===== src/core/acrb_pkg.sv =====
// constants and types for the converter configuration register bank
package acrb_pkg;

  typedef logic [15:0] acrb_word_t;
  typedef logic [6:0] acrb_addr_t;

  // serial frame
  localparam int ADDR_BITS = 8;
  localparam int FRAME_BITS = 24;

  // register offsets
  localparam acrb_addr_t ADDR_CORR_A = 7'h03;
  localparam acrb_addr_t ADDR_SYNC_PRIMARY = 7'h0e;
  localparam acrb_addr_t ADDR_SYNC_REFERENCE = 7'h0f;
  localparam acrb_addr_t ADDR_CORR_B = 7'h1a;
  localparam acrb_addr_t ADDR_TEMPERATURE = 7'h2b;
  localparam acrb_addr_t ADDR_SOFT_RESET = 7'h2c;
  localparam acrb_addr_t ADDR_SLEEP_SELECT = 7'h37;
  localparam acrb_addr_t ADDR_BIAS_POWER = 7'h38;
  localparam acrb_addr_t ADDR_OUTPUT_DRIVER = 7'h3a;
  localparam acrb_addr_t ADDR_LANE_MASK_A = 7'h66;
  localparam acrb_addr_t ADDR_LANE_MASK_B = 7'h67;

  // stored registers: index order, offset, reset, writable bits, fixed ones
  localparam int REG_COUNT = 9;
  localparam int IDX_CORR_A = 0;
  localparam int IDX_CORR_B = 1;
  localparam int IDX_SYNC_P = 2;
  localparam int IDX_SYNC_R = 3;
  localparam int IDX_SLEEP = 4;
  localparam int IDX_BIAS = 5;
  localparam int IDX_DRIVER = 6;
  localparam int IDX_MASK_A = 7;
  localparam int IDX_MASK_B = 8;
  localparam acrb_addr_t REG_ADDR [REG_COUNT] = '{ADDR_CORR_A, ADDR_CORR_B,
    ADDR_SYNC_PRIMARY, ADDR_SYNC_REFERENCE, ADDR_SLEEP_SELECT, ADDR_BIAS_POWER,
    ADDR_OUTPUT_DRIVER, ADDR_LANE_MASK_A, ADDR_LANE_MASK_B};
  localparam acrb_word_t REG_RST [REG_COUNT] = '{16'h4b18, 16'h4b18, 16'haaa8,
    16'ha000, 16'h0000, 16'hffff, 16'h081b, 16'hffff, 16'hffff};
  localparam acrb_word_t REG_MASK [REG_COUNT] = '{16'h4b18, 16'h4b18, 16'hfffc,
    16'hf070, 16'hfc00, 16'hfff0, 16'hfe1b, 16'hffff, 16'hffff};
  localparam acrb_word_t REG_ONES [REG_COUNT] = '{16'h0000, 16'h0000, 16'h0000,
    16'h0000, 16'h0000, 16'h000f, 16'h0000, 16'h0000, 16'h0000};

  // software reset key
  localparam acrb_word_t SOFT_RESET_KEY = 16'hd2f0;

  // field positions
  localparam int CORR_START_BIT = 14;
  localparam int VREF_LSB = 4;
  localparam logic [2:0] VREF_LAST_INTERNAL = 3'h4;
  localparam int SLEEP_LSB = 10;
  localparam int TRIM_LSB = 7;
  localparam int BIAS_BIT = 6;
  localparam int SYNC_BUF_BIT = 5;
  localparam int UNUSED_BUF_BIT = 4;
  localparam int DRIVE_LSB = 13;
  localparam int SWITCH_LSB = 11;
  localparam int TERM_LSB = 9;
  localparam int CLK_A_BIT = 4;
  localparam int CLK_B_BIT = 3;
  localparam int OVR_A_BIT = 1;
  localparam int OVR_B_BIT = 0;

  // sleep selection codes
  localparam logic [5:0] SLEEP_CODE_STANDBY = 6'h20;
  localparam logic [5:0] SLEEP_CODE_DEEP = 6'h30;
  localparam logic [5:0] SLEEP_CODE_LIGHT = 6'h35;

  typedef enum logic [3:0] {
    SYNC_OFF = 4'h1, SYNC_ONESHOT = 4'h2, SYNC_PINS = 4'h4, SYNC_UNSUPPORTED = 4'h8
  } acrb_sync_t;
  typedef enum logic [3:0] {
    SLP_SHUTDOWN = 4'h1, SLP_STANDBY = 4'h2, SLP_DEEP = 4'h4, SLP_LIGHT = 4'h8
  } acrb_sleep_t;
  typedef enum logic [2:0] {
    PWR_RUN = 3'h1, PWR_SLEEP = 3'h2, PWR_WAKE = 3'h4
  } acrb_pwr_t;

  // wake times
  localparam real CLK_PERIOD_NS = 5.0;
  localparam real WAKE_SHUTDOWN_MS = 2.5;
  localparam real WAKE_STANDBY_US = 100.0;
  localparam real WAKE_DEEP_US = 20.0;
  localparam real WAKE_LIGHT_US = 2.0;
  localparam int WAKE_SHUTDOWN_CYC = int'($ceil(WAKE_SHUTDOWN_MS * 1.0e6 / CLK_PERIOD_NS));
  localparam int WAKE_STANDBY_CYC = int'($ceil(WAKE_STANDBY_US * 1.0e3 / CLK_PERIOD_NS));
  localparam int WAKE_DEEP_CYC = int'($ceil(WAKE_DEEP_US * 1.0e3 / CLK_PERIOD_NS));
  localparam int WAKE_LIGHT_CYC = int'($ceil(WAKE_LIGHT_US * 1.0e3 / CLK_PERIOD_NS));
  localparam int WAKE_CNT_W = 19;

endpackage


===== src/core/acrb_reg_if.sv =====
// register access carrier between serial port and register bank
`timescale 1ns/10ps
interface acrb_reg_if;
  logic wr_stb;
  logic [6:0] addr;
  logic [15:0] wdata;
  logic [15:0] rdata;
  modport port (output wr_stb, output addr, output wdata, input rdata);
  modport bank (input wr_stb, input addr, input wdata, output rdata);
endinterface


===== src/core/acrb_serial_port.sv =====
// three-wire serial programming port sampled on the system clock
`timescale 1ns/10ps
module acrb_serial_port
  import acrb_pkg::*;
(
  input wire logic clk_i, // system clock
  input wire logic sys_rst_i, // sync reset
  input wire logic ce_i, // clock enable
  input wire logic sclk_i, // serial clock pin
  input wire logic sdenb_n_i, // serial enable, low active
  input wire logic sdio_i, // data pin level
  output logic sdio_o, // data pin drive value
  output logic sdio_oe_o, // data pin drive enable
  acrb_reg_if.port rp // register access
);
  logic [2:0] s1_q, s2_q;
  logic sclk_prev_q;
  logic [4:0] cnt_q, cnt_d;
  logic [15:0] in_q, in_d;
  logic [15:0] out_q, out_d;
  logic rw_q, rw_d;
  logic [6:0] addr_q, addr_d;
  logic load_q, load_d;
  logic wr_q, wr_d;
  logic [15:0] wdata_q, wdata_d;
  logic dout_q, dout_d;
  logic oe_q, oe_d;
  logic rise, fall, sel;

  // pin synchronisers and edge history
  always_ff @(posedge clk_i) begin
    if (sys_rst_i) begin
      s1_q <= 3'h2;
      s2_q <= 3'h2;
      sclk_prev_q <= 1'b0;
    end else if (ce_i) begin
      s1_q <= {sdio_i, sdenb_n_i, sclk_i};
      s2_q <= s1_q;
      sclk_prev_q <= s2_q[0];
    end
  end

  assign rise = s2_q[0] & ~sclk_prev_q;
  assign fall = ~s2_q[0] & sclk_prev_q;
  assign sel = ~s2_q[1];

  // frame shifter: direction bit and 7 address bits then 16 data bits
  always_comb begin
    cnt_d = cnt_q;
    in_d = in_q;
    out_d = out_q;
    rw_d = rw_q;
    addr_d = addr_q;
    load_d = 1'b0;
    wr_d = 1'b0;
    wdata_d = wdata_q;
    dout_d = dout_q;
    oe_d = oe_q;
    if (!sel) begin
      cnt_d = 5'h00;
      oe_d = 1'b0;
    end else if (rise && cnt_q < 5'(FRAME_BITS)) begin
      in_d = {in_q[14:0], s2_q[2]};
      cnt_d = cnt_q + 5'h01;
      if (cnt_q == 5'(ADDR_BITS - 1)) begin
        rw_d = in_q[6];
        addr_d = {in_q[5:0], s2_q[2]};
        load_d = in_q[6];
      end
      if (cnt_q == 5'(FRAME_BITS - 1) && !rw_q) begin
        wr_d = 1'b1;
        wdata_d = {in_q[14:0], s2_q[2]};
      end
    end else if (fall && rw_q && cnt_q >= 5'(ADDR_BITS)) begin
      // read data changes on falling edges, sampled by the controller on rising
      dout_d = out_q[15];
      out_d = {out_q[14:0], 1'b0};
      oe_d = cnt_q < 5'(FRAME_BITS);
    end
    if (load_q) begin
      out_d = rp.rdata;
    end
  end

  // frame state registers
  always_ff @(posedge clk_i) begin
    if (sys_rst_i) begin
      cnt_q <= 5'h00;
      in_q <= 16'h0000;
      out_q <= 16'h0000;
      rw_q <= 1'b0;
      addr_q <= 7'h00;
      load_q <= 1'b0;
      wr_q <= 1'b0;
      wdata_q <= 16'h0000;
      dout_q <= 1'b0;
      oe_q <= 1'b0;
    end else if (ce_i) begin
      cnt_q <= cnt_d;
      in_q <= in_d;
      out_q <= out_d;
      rw_q <= rw_d;
      addr_q <= addr_d;
      load_q <= load_d;
      wr_q <= wr_d;
      wdata_q <= wdata_d;
      dout_q <= dout_d;
      oe_q <= oe_d;
    end
  end

  assign rp.wr_stb = wr_q;
  assign rp.addr = addr_q;
  assign rp.wdata = wdata_q;
  assign sdio_o = dout_q;
  assign sdio_oe_o = oe_q;

endmodule // acrb_serial_port


===== src/core/acrb_top.sv =====
// configuration and status register bank of a dual-channel converter
// Behaviour
// - channel a start bit high holds offset at zero, gain at one; low runs loop
// - channel b start bit behaves the same, default one
// - primary sync field repeats a two-bit code: off, one-shot, pins, unsupported
// - reference sync field decodes 0000,0101,1010,1111 and combines with primary
// - reference select picks five internal voltages, other codes external
// - temperature reads as nine bits, upper bits zero
// - key pattern to reset register restores all defaults, register reads zero
// - sleep field decodes shutdown, standby, deep sleep, light sleep
// - sleep applies only while enable pin low; wake takes state-specific time
// - bias enable bit powers internal bias
// - sync buffer enable bit powers the sync input buffer
// - bit four controls the unused input buffer low-power option
// - channel a lane mask powers down lanes whose bit is zero
// - channel b lane mask powers down lanes whose bit is zero
`timescale 1ns/10ps
module acrb_top
  import acrb_pkg::*;
#(
  parameter int WAKE_SHUT_CYCLES = WAKE_SHUTDOWN_CYC,
  parameter int WAKE_STBY_CYCLES = WAKE_STANDBY_CYC
) (
  input wire logic clk_i, // 200 MHz clock
  input wire logic sys_rst_i, // sync reset, high
  input wire logic ce_i, // clock enable
  input wire logic sclk_i, // serial clock pin
  input wire logic sdenb_n_i, // serial enable pin, low
  input wire logic sdio_i, // serial data pin in
  output logic sdio_o, // serial data pin out
  output logic sdio_oe_o, // serial data drive enable
  input wire logic enable_i, // enable pin
  input wire logic [8:0] temp_i, // temperature sample
  output logic corr_hold_a_o, // channel a loop held
  output logic corr_hold_b_o, // channel b loop held
  output logic [3:0] sync_mode_o, // one-hot sync source
  output logic [2:0] vref_sel_o, // reference code
  output logic vref_ext_o, // external reference
  output logic [3:0] sleep_state_o, // active sleep state
  output logic powered_o, // awake and settled
  output logic [8:0] performance_trim_bits_o, // trim bits
  output logic bias_en_o, // internal bias on
  output logic sync_buf_en_o, // sync input buffer on
  output logic unused_buffer_disable_o, // low-power buffer option
  output logic [2:0] drive_current_o, // drive current code
  output logic [1:0] driver_switch_o, // driver range
  output logic [1:0] termination_o, // termination code
  output logic chan_a_clock_out_on_o, // channel a clock buffer
  output logic chan_b_clock_out_on_o, // channel b clock buffer
  output logic chan_a_overrange_out_on_o, // channel a over-range buffer
  output logic chan_b_overrange_out_on_o, // channel b over-range buffer
  output logic [15:0] lane_mask_a_o, // channel a lane power
  output logic [15:0] lane_mask_b_o // channel b lane power
);

  // offset to stored index, or REG_COUNT when unmapped
  function automatic int reg_index(input acrb_addr_t a);
    int r;
    r = REG_COUNT;
    for (int i = 0; i < REG_COUNT; i++) begin
      if (REG_ADDR[i] == a) begin
        r = i;
      end
    end
    return r;
  endfunction

  // two-bit sync code to mode
  function automatic acrb_sync_t sync_code(input logic [1:0] c);
    unique case (c)
      2'h0: sync_code = SYNC_OFF;
      2'h1: sync_code = SYNC_ONESHOT;
      2'h2: sync_code = SYNC_PINS;
      2'h3: sync_code = SYNC_UNSUPPORTED;
    endcase
  endfunction

  acrb_reg_if rp ();

  acrb_serial_port u_port (
    .clk_i(clk_i),
    .sys_rst_i(sys_rst_i),
    .ce_i(ce_i),
    .sclk_i(sclk_i),
    .sdenb_n_i(sdenb_n_i),
    .sdio_i(sdio_i),
    .sdio_o(sdio_o),
    .sdio_oe_o(sdio_oe_o),
    .rp(rp.port)
  );

  acrb_word_t regs_q [REG_COUNT];
  acrb_word_t regs_d [REG_COUNT];
  int widx, ridx;
  logic soft_rst;

  assign widx = reg_index(rp.addr);
  assign ridx = widx;
  assign soft_rst = rp.wr_stb && rp.addr == ADDR_SOFT_RESET && rp.wdata == SOFT_RESET_KEY;

  // register writes and software reset
  always_comb begin
    regs_d = regs_q;
    if (soft_rst) begin
      regs_d = REG_RST;
    end else if (rp.wr_stb && widx < REG_COUNT) begin
      regs_d[widx] = (rp.wdata & REG_MASK[widx]) | REG_ONES[widx];
    end
  end

  always_ff @(posedge clk_i) begin
    if (sys_rst_i) begin
      regs_q <= REG_RST;
    end else if (ce_i) begin
      regs_q <= regs_d;
    end
  end

  // read mux; reset register always reads zero
  always_comb begin
    rp.rdata = 16'h0000;
    if (rp.addr == ADDR_TEMPERATURE) begin
      rp.rdata = {7'h00, temp_i};
    end else if (ridx < REG_COUNT) begin
      rp.rdata = regs_q[ridx];
    end
  end

  // enable pin synchroniser
  logic en_s1_q, en_q;
  always_ff @(posedge clk_i) begin
    if (sys_rst_i) begin
      en_s1_q <= 1'b1;
      en_q <= 1'b1;
    end else if (ce_i) begin
      en_s1_q <= enable_i;
      en_q <= en_s1_q;
    end
  end

  // decoded configuration
  acrb_sync_t sync_p, sync_r, sync_mode;
  acrb_sleep_t sleep_sel;
  logic [13:0] sync_pf;
  logic [3:0] sync_rf;
  logic [5:0] sleep_f;

  always_comb begin
    sync_pf = regs_q[IDX_SYNC_P][15:2];
    sync_rf = regs_q[IDX_SYNC_R][15:12];
    sync_p = SYNC_UNSUPPORTED;
    sync_r = SYNC_UNSUPPORTED;
    if (sync_pf == {7{sync_pf[1:0]}}) begin
      sync_p = sync_code(sync_pf[1:0]);
    end
    if (sync_rf == {2{sync_rf[1:0]}}) begin
      sync_r = sync_code(sync_rf[1:0]);
    end
    sync_mode = (sync_p == sync_r) ? sync_p : SYNC_UNSUPPORTED;
    sleep_f = regs_q[IDX_SLEEP][SLEEP_LSB+:6];
    unique case (sleep_f)
      SLEEP_CODE_STANDBY: sleep_sel = SLP_STANDBY;
      SLEEP_CODE_DEEP: sleep_sel = SLP_DEEP;
      SLEEP_CODE_LIGHT: sleep_sel = SLP_LIGHT;
      default: sleep_sel = SLP_SHUTDOWN;
    endcase
  end

  // power state machine and wake timer
  acrb_pwr_t pwr_q, pwr_d;
  acrb_sleep_t slp_q, slp_d;
  logic [WAKE_CNT_W-1:0] wcnt_q, wcnt_d;
  logic [3:0] sleep_state_d;
  logic powered_d;

  always_comb begin
    pwr_d = pwr_q;
    slp_d = slp_q;
    wcnt_d = wcnt_q;
    unique case (pwr_q)
      PWR_RUN: begin
        if (!en_q) begin
          pwr_d = PWR_SLEEP;
          slp_d = sleep_sel;
        end
      end
      PWR_SLEEP: begin
        if (en_q) begin
          pwr_d = PWR_WAKE;
          unique case (slp_q)
            SLP_SHUTDOWN: wcnt_d = WAKE_CNT_W'(WAKE_SHUT_CYCLES - 1);
            SLP_STANDBY: wcnt_d = WAKE_CNT_W'(WAKE_STBY_CYCLES - 1);
            SLP_DEEP: wcnt_d = WAKE_CNT_W'(WAKE_DEEP_CYC - 1);
            SLP_LIGHT: wcnt_d = WAKE_CNT_W'(WAKE_LIGHT_CYC - 1);
          endcase
        end
      end
      PWR_WAKE: begin
        if (!en_q) begin
          pwr_d = PWR_SLEEP;
          slp_d = sleep_sel;
        end else if (wcnt_q == '0) begin
          pwr_d = PWR_RUN;
        end else begin
          wcnt_d = wcnt_q - 1'b1;
        end
      end
    endcase
    sleep_state_d = (pwr_d == PWR_SLEEP) ? slp_d : 4'h0;
    powered_d = pwr_d == PWR_RUN;
  end

  always_ff @(posedge clk_i) begin
    if (sys_rst_i) begin
      pwr_q <= PWR_RUN;
      slp_q <= SLP_SHUTDOWN;
      wcnt_q <= '0;
      sleep_state_o <= 4'h0;
      powered_o <= 1'b1;
    end else if (ce_i) begin
      pwr_q <= pwr_d;
      slp_q <= slp_d;
      wcnt_q <= wcnt_d;
      sleep_state_o <= sleep_state_d;
      powered_o <= powered_d;
    end
  end

  // registered control outputs
  always_ff @(posedge clk_i) begin
    if (sys_rst_i) begin
      corr_hold_a_o <= 1'b1;
      corr_hold_b_o <= 1'b1;
      sync_mode_o <= SYNC_PINS;
      vref_sel_o <= 3'h0;
      vref_ext_o <= 1'b0;
      performance_trim_bits_o <= 9'h1ff;
      bias_en_o <= 1'b1;
      sync_buf_en_o <= 1'b1;
      unused_buffer_disable_o <= 1'b1;
      drive_current_o <= 3'h0;
      driver_switch_o <= 2'h1;
      termination_o <= 2'h0;
      chan_a_clock_out_on_o <= 1'b1;
      chan_b_clock_out_on_o <= 1'b1;
      chan_a_overrange_out_on_o <= 1'b1;
      chan_b_overrange_out_on_o <= 1'b1;
      lane_mask_a_o <= 16'hffff;
      lane_mask_b_o <= 16'hffff;
    end else if (ce_i) begin
      corr_hold_a_o <= regs_q[IDX_CORR_A][CORR_START_BIT];
      corr_hold_b_o <= regs_q[IDX_CORR_B][CORR_START_BIT];
      sync_mode_o <= sync_mode;
      vref_sel_o <= regs_q[IDX_SYNC_R][VREF_LSB+:3];
      vref_ext_o <= regs_q[IDX_SYNC_R][VREF_LSB+:3] > VREF_LAST_INTERNAL;
      performance_trim_bits_o <= regs_q[IDX_BIAS][TRIM_LSB+:9];
      bias_en_o <= regs_q[IDX_BIAS][BIAS_BIT];
      sync_buf_en_o <= regs_q[IDX_BIAS][SYNC_BUF_BIT];
      unused_buffer_disable_o <= regs_q[IDX_BIAS][UNUSED_BUF_BIT];
      drive_current_o <= regs_q[IDX_DRIVER][DRIVE_LSB+:3];
      driver_switch_o <= regs_q[IDX_DRIVER][SWITCH_LSB+:2];
      termination_o <= regs_q[IDX_DRIVER][TERM_LSB+:2];
      chan_a_clock_out_on_o <= regs_q[IDX_DRIVER][CLK_A_BIT];
      chan_b_clock_out_on_o <= regs_q[IDX_DRIVER][CLK_B_BIT];
      chan_a_overrange_out_on_o <= regs_q[IDX_DRIVER][OVR_A_BIT];
      chan_b_overrange_out_on_o <= regs_q[IDX_DRIVER][OVR_B_BIT];
      lane_mask_a_o <= regs_q[IDX_MASK_A];
      lane_mask_b_o <= regs_q[IDX_MASK_B];
    end
  end

  logic wr_ok;
  assign wr_ok = rp.wr_stb && !soft_rst;
endmodule // acrb_top


===== config.mk =====
export PLATFORM = sky130hd
export DESIGN_NAME = acrb_top
export DESIGN_NICKNAME = d
export VERILOG_FILES = /design/src/core/acrb_pkg.sv /design/src/core/acrb_reg_if.sv /design/src/core/acrb_serial_port.sv /design/src/core/acrb_top.sv
export SDC_FILE = /design/constraint.sdc
export NUM_CORES = 1
export LEC_CHECK = 0
export BUFFER_PORTS_ARGS = -buffer_cell sky130_fd_sc_hd__buf_4
export CAP_MARGIN = 30
export CORE_MARGIN = 3
export CORE_UTILIZATION = 40
export DETAILED_ROUTE_END_ITERATION = 10
export SKIP_LAST_GASP = 1
export SLEW_MARGIN = 25
export SYNTH_ARGS = -nofsm -noshare
export SYNTH_HDL_FRONTEND = slang
export SYNTH_SLANG_ARGS = --single-unit
export TNS_END_PERCENT = 30

===== constraint.sdc =====
create_clock -name clk_i -period 2.4 [get_ports clk_i]
set_input_delay 0.48 -clock clk_i [delete_from_list [all_inputs] [get_ports clk_i]]
set_output_delay 0.48 -clock clk_i [all_outputs]
set_load 0.1 [all_outputs]

==> run summary <==
RUN STATUS
----------------------------------------------------------------------------------------
Run status                                                                  finished with violations
Violations in the final reports                                             negative setup slack

STA
----------------------------------------------------------------------------------------
Number of hold-slack violations in the final timing report                             0
Final setup skew                                                              0.02420 ns
Final count of negative-setup-slack endpoints                                         33
RSZ-0062 raised after global routing                                                true
Final min period                                                                2.497 ns
Ratio of final minimum period to clock period                                      1.041
Maximum clock rate                                                             400.4 MHz
Rel. slew slack                                                                   0.5712
Slew at the pin closest to its max-slew limit                                  0.6432 ns
Accumulated negative setup slack                                               -1.806 ns
Worst setup margin                                                           -0.09747 ns
Pins Over Slew Limit                                                                   0

CLOCK NETWORK
----------------------------------------------------------------------------------------
Clock tree from TritonCTS                                                          built
Clk sinks                                                                            313
Worst-Skew Late Latency                                                          0.53 ns
Clock buffer count from CTS                                                           36
H-tree depth                                                                           2
Clock slew at the register clock pins of the worst setup and hold paths          0.06 ns
Maximum number of buffers from clock root to sink                                      3
Cell at the root of the clock tree                                          sky130_fd_sc_hd__clkbuf_16
Hold-fix buffer count after cts                                                        0

FINAL LAYOUT
----------------------------------------------------------------------------------------
Non-filler instance count after layout                                             2,240
Layout cells sized above 1                                                        0.2208
Design area                                                                  0.01741 mm²
Area Growth Syn to Fin                                                            28.59%
Layout net count                                                                   1,789
Fill cells                                                                         3,052
Final antenna diode count                                                              0

GLOBAL ROUTE
----------------------------------------------------------------------------------------
Global-route wire length before repair                                         69,030 µm
Number of antenna violations at the first check in global routing                      0
Maximum number of pins on one net before global-route repair                          50
Via count of the first global-routing pass                                        11.76k
Global route overflow                                                                  0
Global-route usage over all layers                                                0.2418

CRITICAL PATH
----------------------------------------------------------------------------------------
Worst Setup Path Type                                                       register to register
Cells traversed along the worst timing path                                 or3b_4 > or3_4 > nand4_1 > a211oi_4 > buf_4 > nor3_4 > nor3_2 > buf_4 > and2_1
Reg-to-reg startpoint                                                       u_port.rp.addr[3]
CP Launch Type                                                                  register
Number of cells traversed by the worst register-to-register path                       9
Most Frequent Cell on Critical Path                                         sky130_fd_sc_hd__buf_4
Delay contributed by the slowest stage of the critical path                      0.43 ns
Register-to-Register Setup Slack                                                 -0.1 ns
Reg2reg end                                                                  regs_q[119]
Critical path required time                                                      2.81 ns
Worst path slowest cell                                                     sky130_fd_sc_hd__or3b_4
Arrival time of data at the critical path endpoint                               2.91 ns
Endpoint type of the worst setup path                                           register
Largest fanout on the critical path                                                   10

DETAILED ROUTING
----------------------------------------------------------------------------------------
First-pass iteration count of the detailed router                                      6
Sum of routed wire length over all layers                                      44,780 µm
Average wire per standard cell                                                  19.99 µm
Iter 0 DRT Violations                                                                946
Residual antenna-violating net count after detailed routing                            0
Detail-routed via count per cell                                                   5.600
Number of remaining DRC errors                                                         0
Total number of vias                                                              12.54k

SYNTH
----------------------------------------------------------------------------------------
Most used flip-flop cell after synthesis                                    sky130_fd_sc_hd__dfxtp_1
Per-instance average area after synthesis                                      8.614 µm²
Yosys top cell area share                                                         0.4627
Synthesized cell area                                                        0.01354 mm²
Ys Warns                                                                               0
Synthesized instance count                                                         1,572
List of most frequent post-synthesis cells                                  sky130_fd_sc_hd__dfxtp_1, sky130_fd_sc_hd__nand2_1, sky130_fd_sc_hd__nor2_1, sky130_fd_sc_hd__mux2i_1, sky130_fd_sc_hd__a21oi_1
Sequential-to-total area share from yosys stat                                    0.4627
Post-synth ARST share                                                                  0
Yosys reg bits                                                                       313
Number of flops mapped to enable cells by yosys                                        0
Synth top area cells                                                        sky130_fd_sc_hd__dfxtp_1, sky130_fd_sc_hd__mux2i_1, sky130_fd_sc_hd__nand2_1, sky130_fd_sc_hd__nor2_1, sky130_fd_sc_hd__a21oi_1
Biggest area consumer among synthesized cells                               sky130_fd_sc_hd__dfxtp_1
Mapped Nets                                                                        1,591
Most instantiated library cell after synthesis                              sky130_fd_sc_hd__dfxtp_1
Number of distinct library cells after synthesis                                      78

HOLD PATH
----------------------------------------------------------------------------------------
Worst Hold End                                                              u_port.s1_q[1]
Startpoint of the most critical hold path                                      sdenb_n_i
Min-Delay Path Class                                                        primary input to register
Hold-critical path depth                                                               3

FLOORPLAN
----------------------------------------------------------------------------------------
Row count                                                                             66
Die W                                                                           190.0 µm
Die Span Y                                                                      190.0 µm
Die outline area                                                             0.03610 mm²
Core Area                                                                    0.03295 mm²
I/O pins                                                                              88
Initial cell density of the core                                                  0.4110

PWR
----------------------------------------------------------------------------------------
Cell Int Power                                                                0.008998 W
Switch share                                                                      0.2185
Switching Power                                                               0.002516 W
Combinational share of power                                                       0.025
Leak                                                                            7.151 nW
Power density over the cells                                                661.2 mW/mm²
Peak ir drop on the vdd network                                                0.5095 mV
Sequential cell fraction of total power                                            0.453
Share of total power in the clock network                                          0.522

PLACED DESIGN
----------------------------------------------------------------------------------------
Total placed cells including tap cells                                             2,159
DP Area                                                                      0.01580 mm²
Final GP Congestion                                                               0.9449
Number of buffers inserted by port buffering                                          87
Total half-perimeter wirelength after legalization and detailed placement      32,910 µm

FLOW RUN
----------------------------------------------------------------------------------------
Number of maximum-capacitance violations                                               0

metrics by stage:
step | util | power (W) | hold WS, ns | setup slack [ns]
detailed placement | 0.4795 | 0.005618 | 0.4334 | -0.3157
finish | 0.5285 | 0.01151 | 0.1809 | -0.09747
global placement | 0.4795 | 0.005616 | 0.4342 | -0.3559
CTS | 0.5248 | 0.01161 | 0.1683 | -0.07248
floorplan | - | 0.005519 | 0.4148 | -0.1071
global route | 0.5285 | 0.01184 | 0.1921 | -0.1726
power groups by stage:
stage	registers, W	clock network [W]	logic (W)
after floorplan	0.00535	0	0.000165
after global placement	0.00534	0	0.000281
after detailed placement	0.00534	0	0.000282
after CTS	0.00522	0.00611	0.000284
after global routing	0.00522	0.00632	0.000305
final	0.00522	0.00601	0.000285
worst max-delay path by stage:
stage	from	depth (start not counted)	slack [ns]	to
floorplan	u_port.rp.addr[2]	11	-0.11	regs_q[123]
global placement	u_port.rp.addr[5]	9	-0.36	regs_q[115]
detailed placement	u_port.rp.addr[5]	9	-0.32	regs_q[115]
CTS	u_port.rp.addr[0]	10	-0.07	u_port.out_q[9]
global route	u_port.rp.addr[3]	9	-0.17	regs_q[123]
finish	u_port.rp.addr[3]	9	-0.1	regs_q[119]
critical path: cells and delay by family (launching register included):
kind / cells / cell delay [ns]
buffers and inverters: 2 / 0.34
AOI/OAI and AO/OA: 1 / 0.07
DFF: 1 / 0.39
and+or+nand+nor: 6 / 1.57
layout by cell type (no fill, tap or decap), drive strengths merged, types with 7 or more instances in the layout:
| master | instances |
|---|---|
| mux2i | 113 |
| clkbuf | 47 |
| a21oi | 93 |
| nor3 | 52 |
| o211ai | 27 |
| nand3 | 44 |
| buf | 270 |
| or3 | 25 |
| nor3b | 11 |
| nor4b | 7 |
| nor2 | 165 |
| o21ai | 74 |
| inv | 9 |
| nand4 | 12 |
| a211oi | 15 |
| a31oi | 18 |
| o22a | 9 |
| o22ai | 10 |
| nor2b | 9 |
| and2 | 44 |
| a22oi | 15 |
| nand2 | 229 |
| and3 | 15 |
| dfxtp | 313 |
| a21o | 11 |
| nor4 | 13 |
| clkinv | 10 |
| nand2b | 13 |
| a22o | 7 |
logic make-up (layout without fill, tap and decap cells):
group,after synthesis,after routing,share of synthesized area
AO/OA/AOI/OAI,344,344,0.1672
XOR/XNOR,6,6,0.003881
adder cells (fa/ha/maj),3,3,0.002772
buffers and inverters,118,344,0.03539
flip-flops,313,313,0.4627
multiplexers,114,114,0.08436
AND/OR/NAND/NOR,674,674,0.2436
layout make-up:
cell class / instances / area, µm² / share of cell area
Inverter: 7 / 27.53 / 0.001581
Sequential cell: 313 / 6276 / 0.3604
Clock buffer: 46 / 1018 / 0.05849
Tap cell: 442 / 553.0 / 0.03176
Clock inverter: 20 / 299.0 / 0.01717
Timing Repair Buffer: 271 / 2262 / 0.1299
Multi-Input combinational cell: 1141 / 6977 / 0.4007
routing by layer:
metal  global-route usage  wire [µm]  part of all wire  up-vias
met1               0.3502      21020              0.47     6031
li1                     -          -                 -     6020
met2               0.3727      19700              0.44      409
met5                    0          0                 0        -
met4              0.07791       1419             0.032        0
met3              0.03298       2633             0.059       83
sequential cells by signal (all words and copies together), names as in the netlist, 3 cells and up:
| signal | count |
|---|---|
| u_port.s2_q | 3 |
| u_port.out_q | 16 |
| vref_sel_o | 3 |
| performance_trim_bits_o | 9 |
| lane_mask_b_o | 16 |
| u_port.rp.wdata | 16 |
| u_port.rp.addr | 7 |
| drive_current_o | 3 |
| pwr_q | 3 |
| u_port.in_q | 15 |
| lane_mask_a_o | 16 |
| u_port.cnt_q | 5 |
| wcnt_q | 19 |
| sync_mode_o | 4 |
| sleep_state_o | 4 |
| u_port.s1_q | 3 |
| regs_q | 144 |
| slp_q | 4 |
timing repair:
action                     4_1_cts  5_1_grt
cloned                           1        0
resized for setup               23       21
pin swaps                        9        5
setup endpoints to repair       94       91
buffers inserted                10        3
Note: power is estimated with default switching activity, not from simulation.
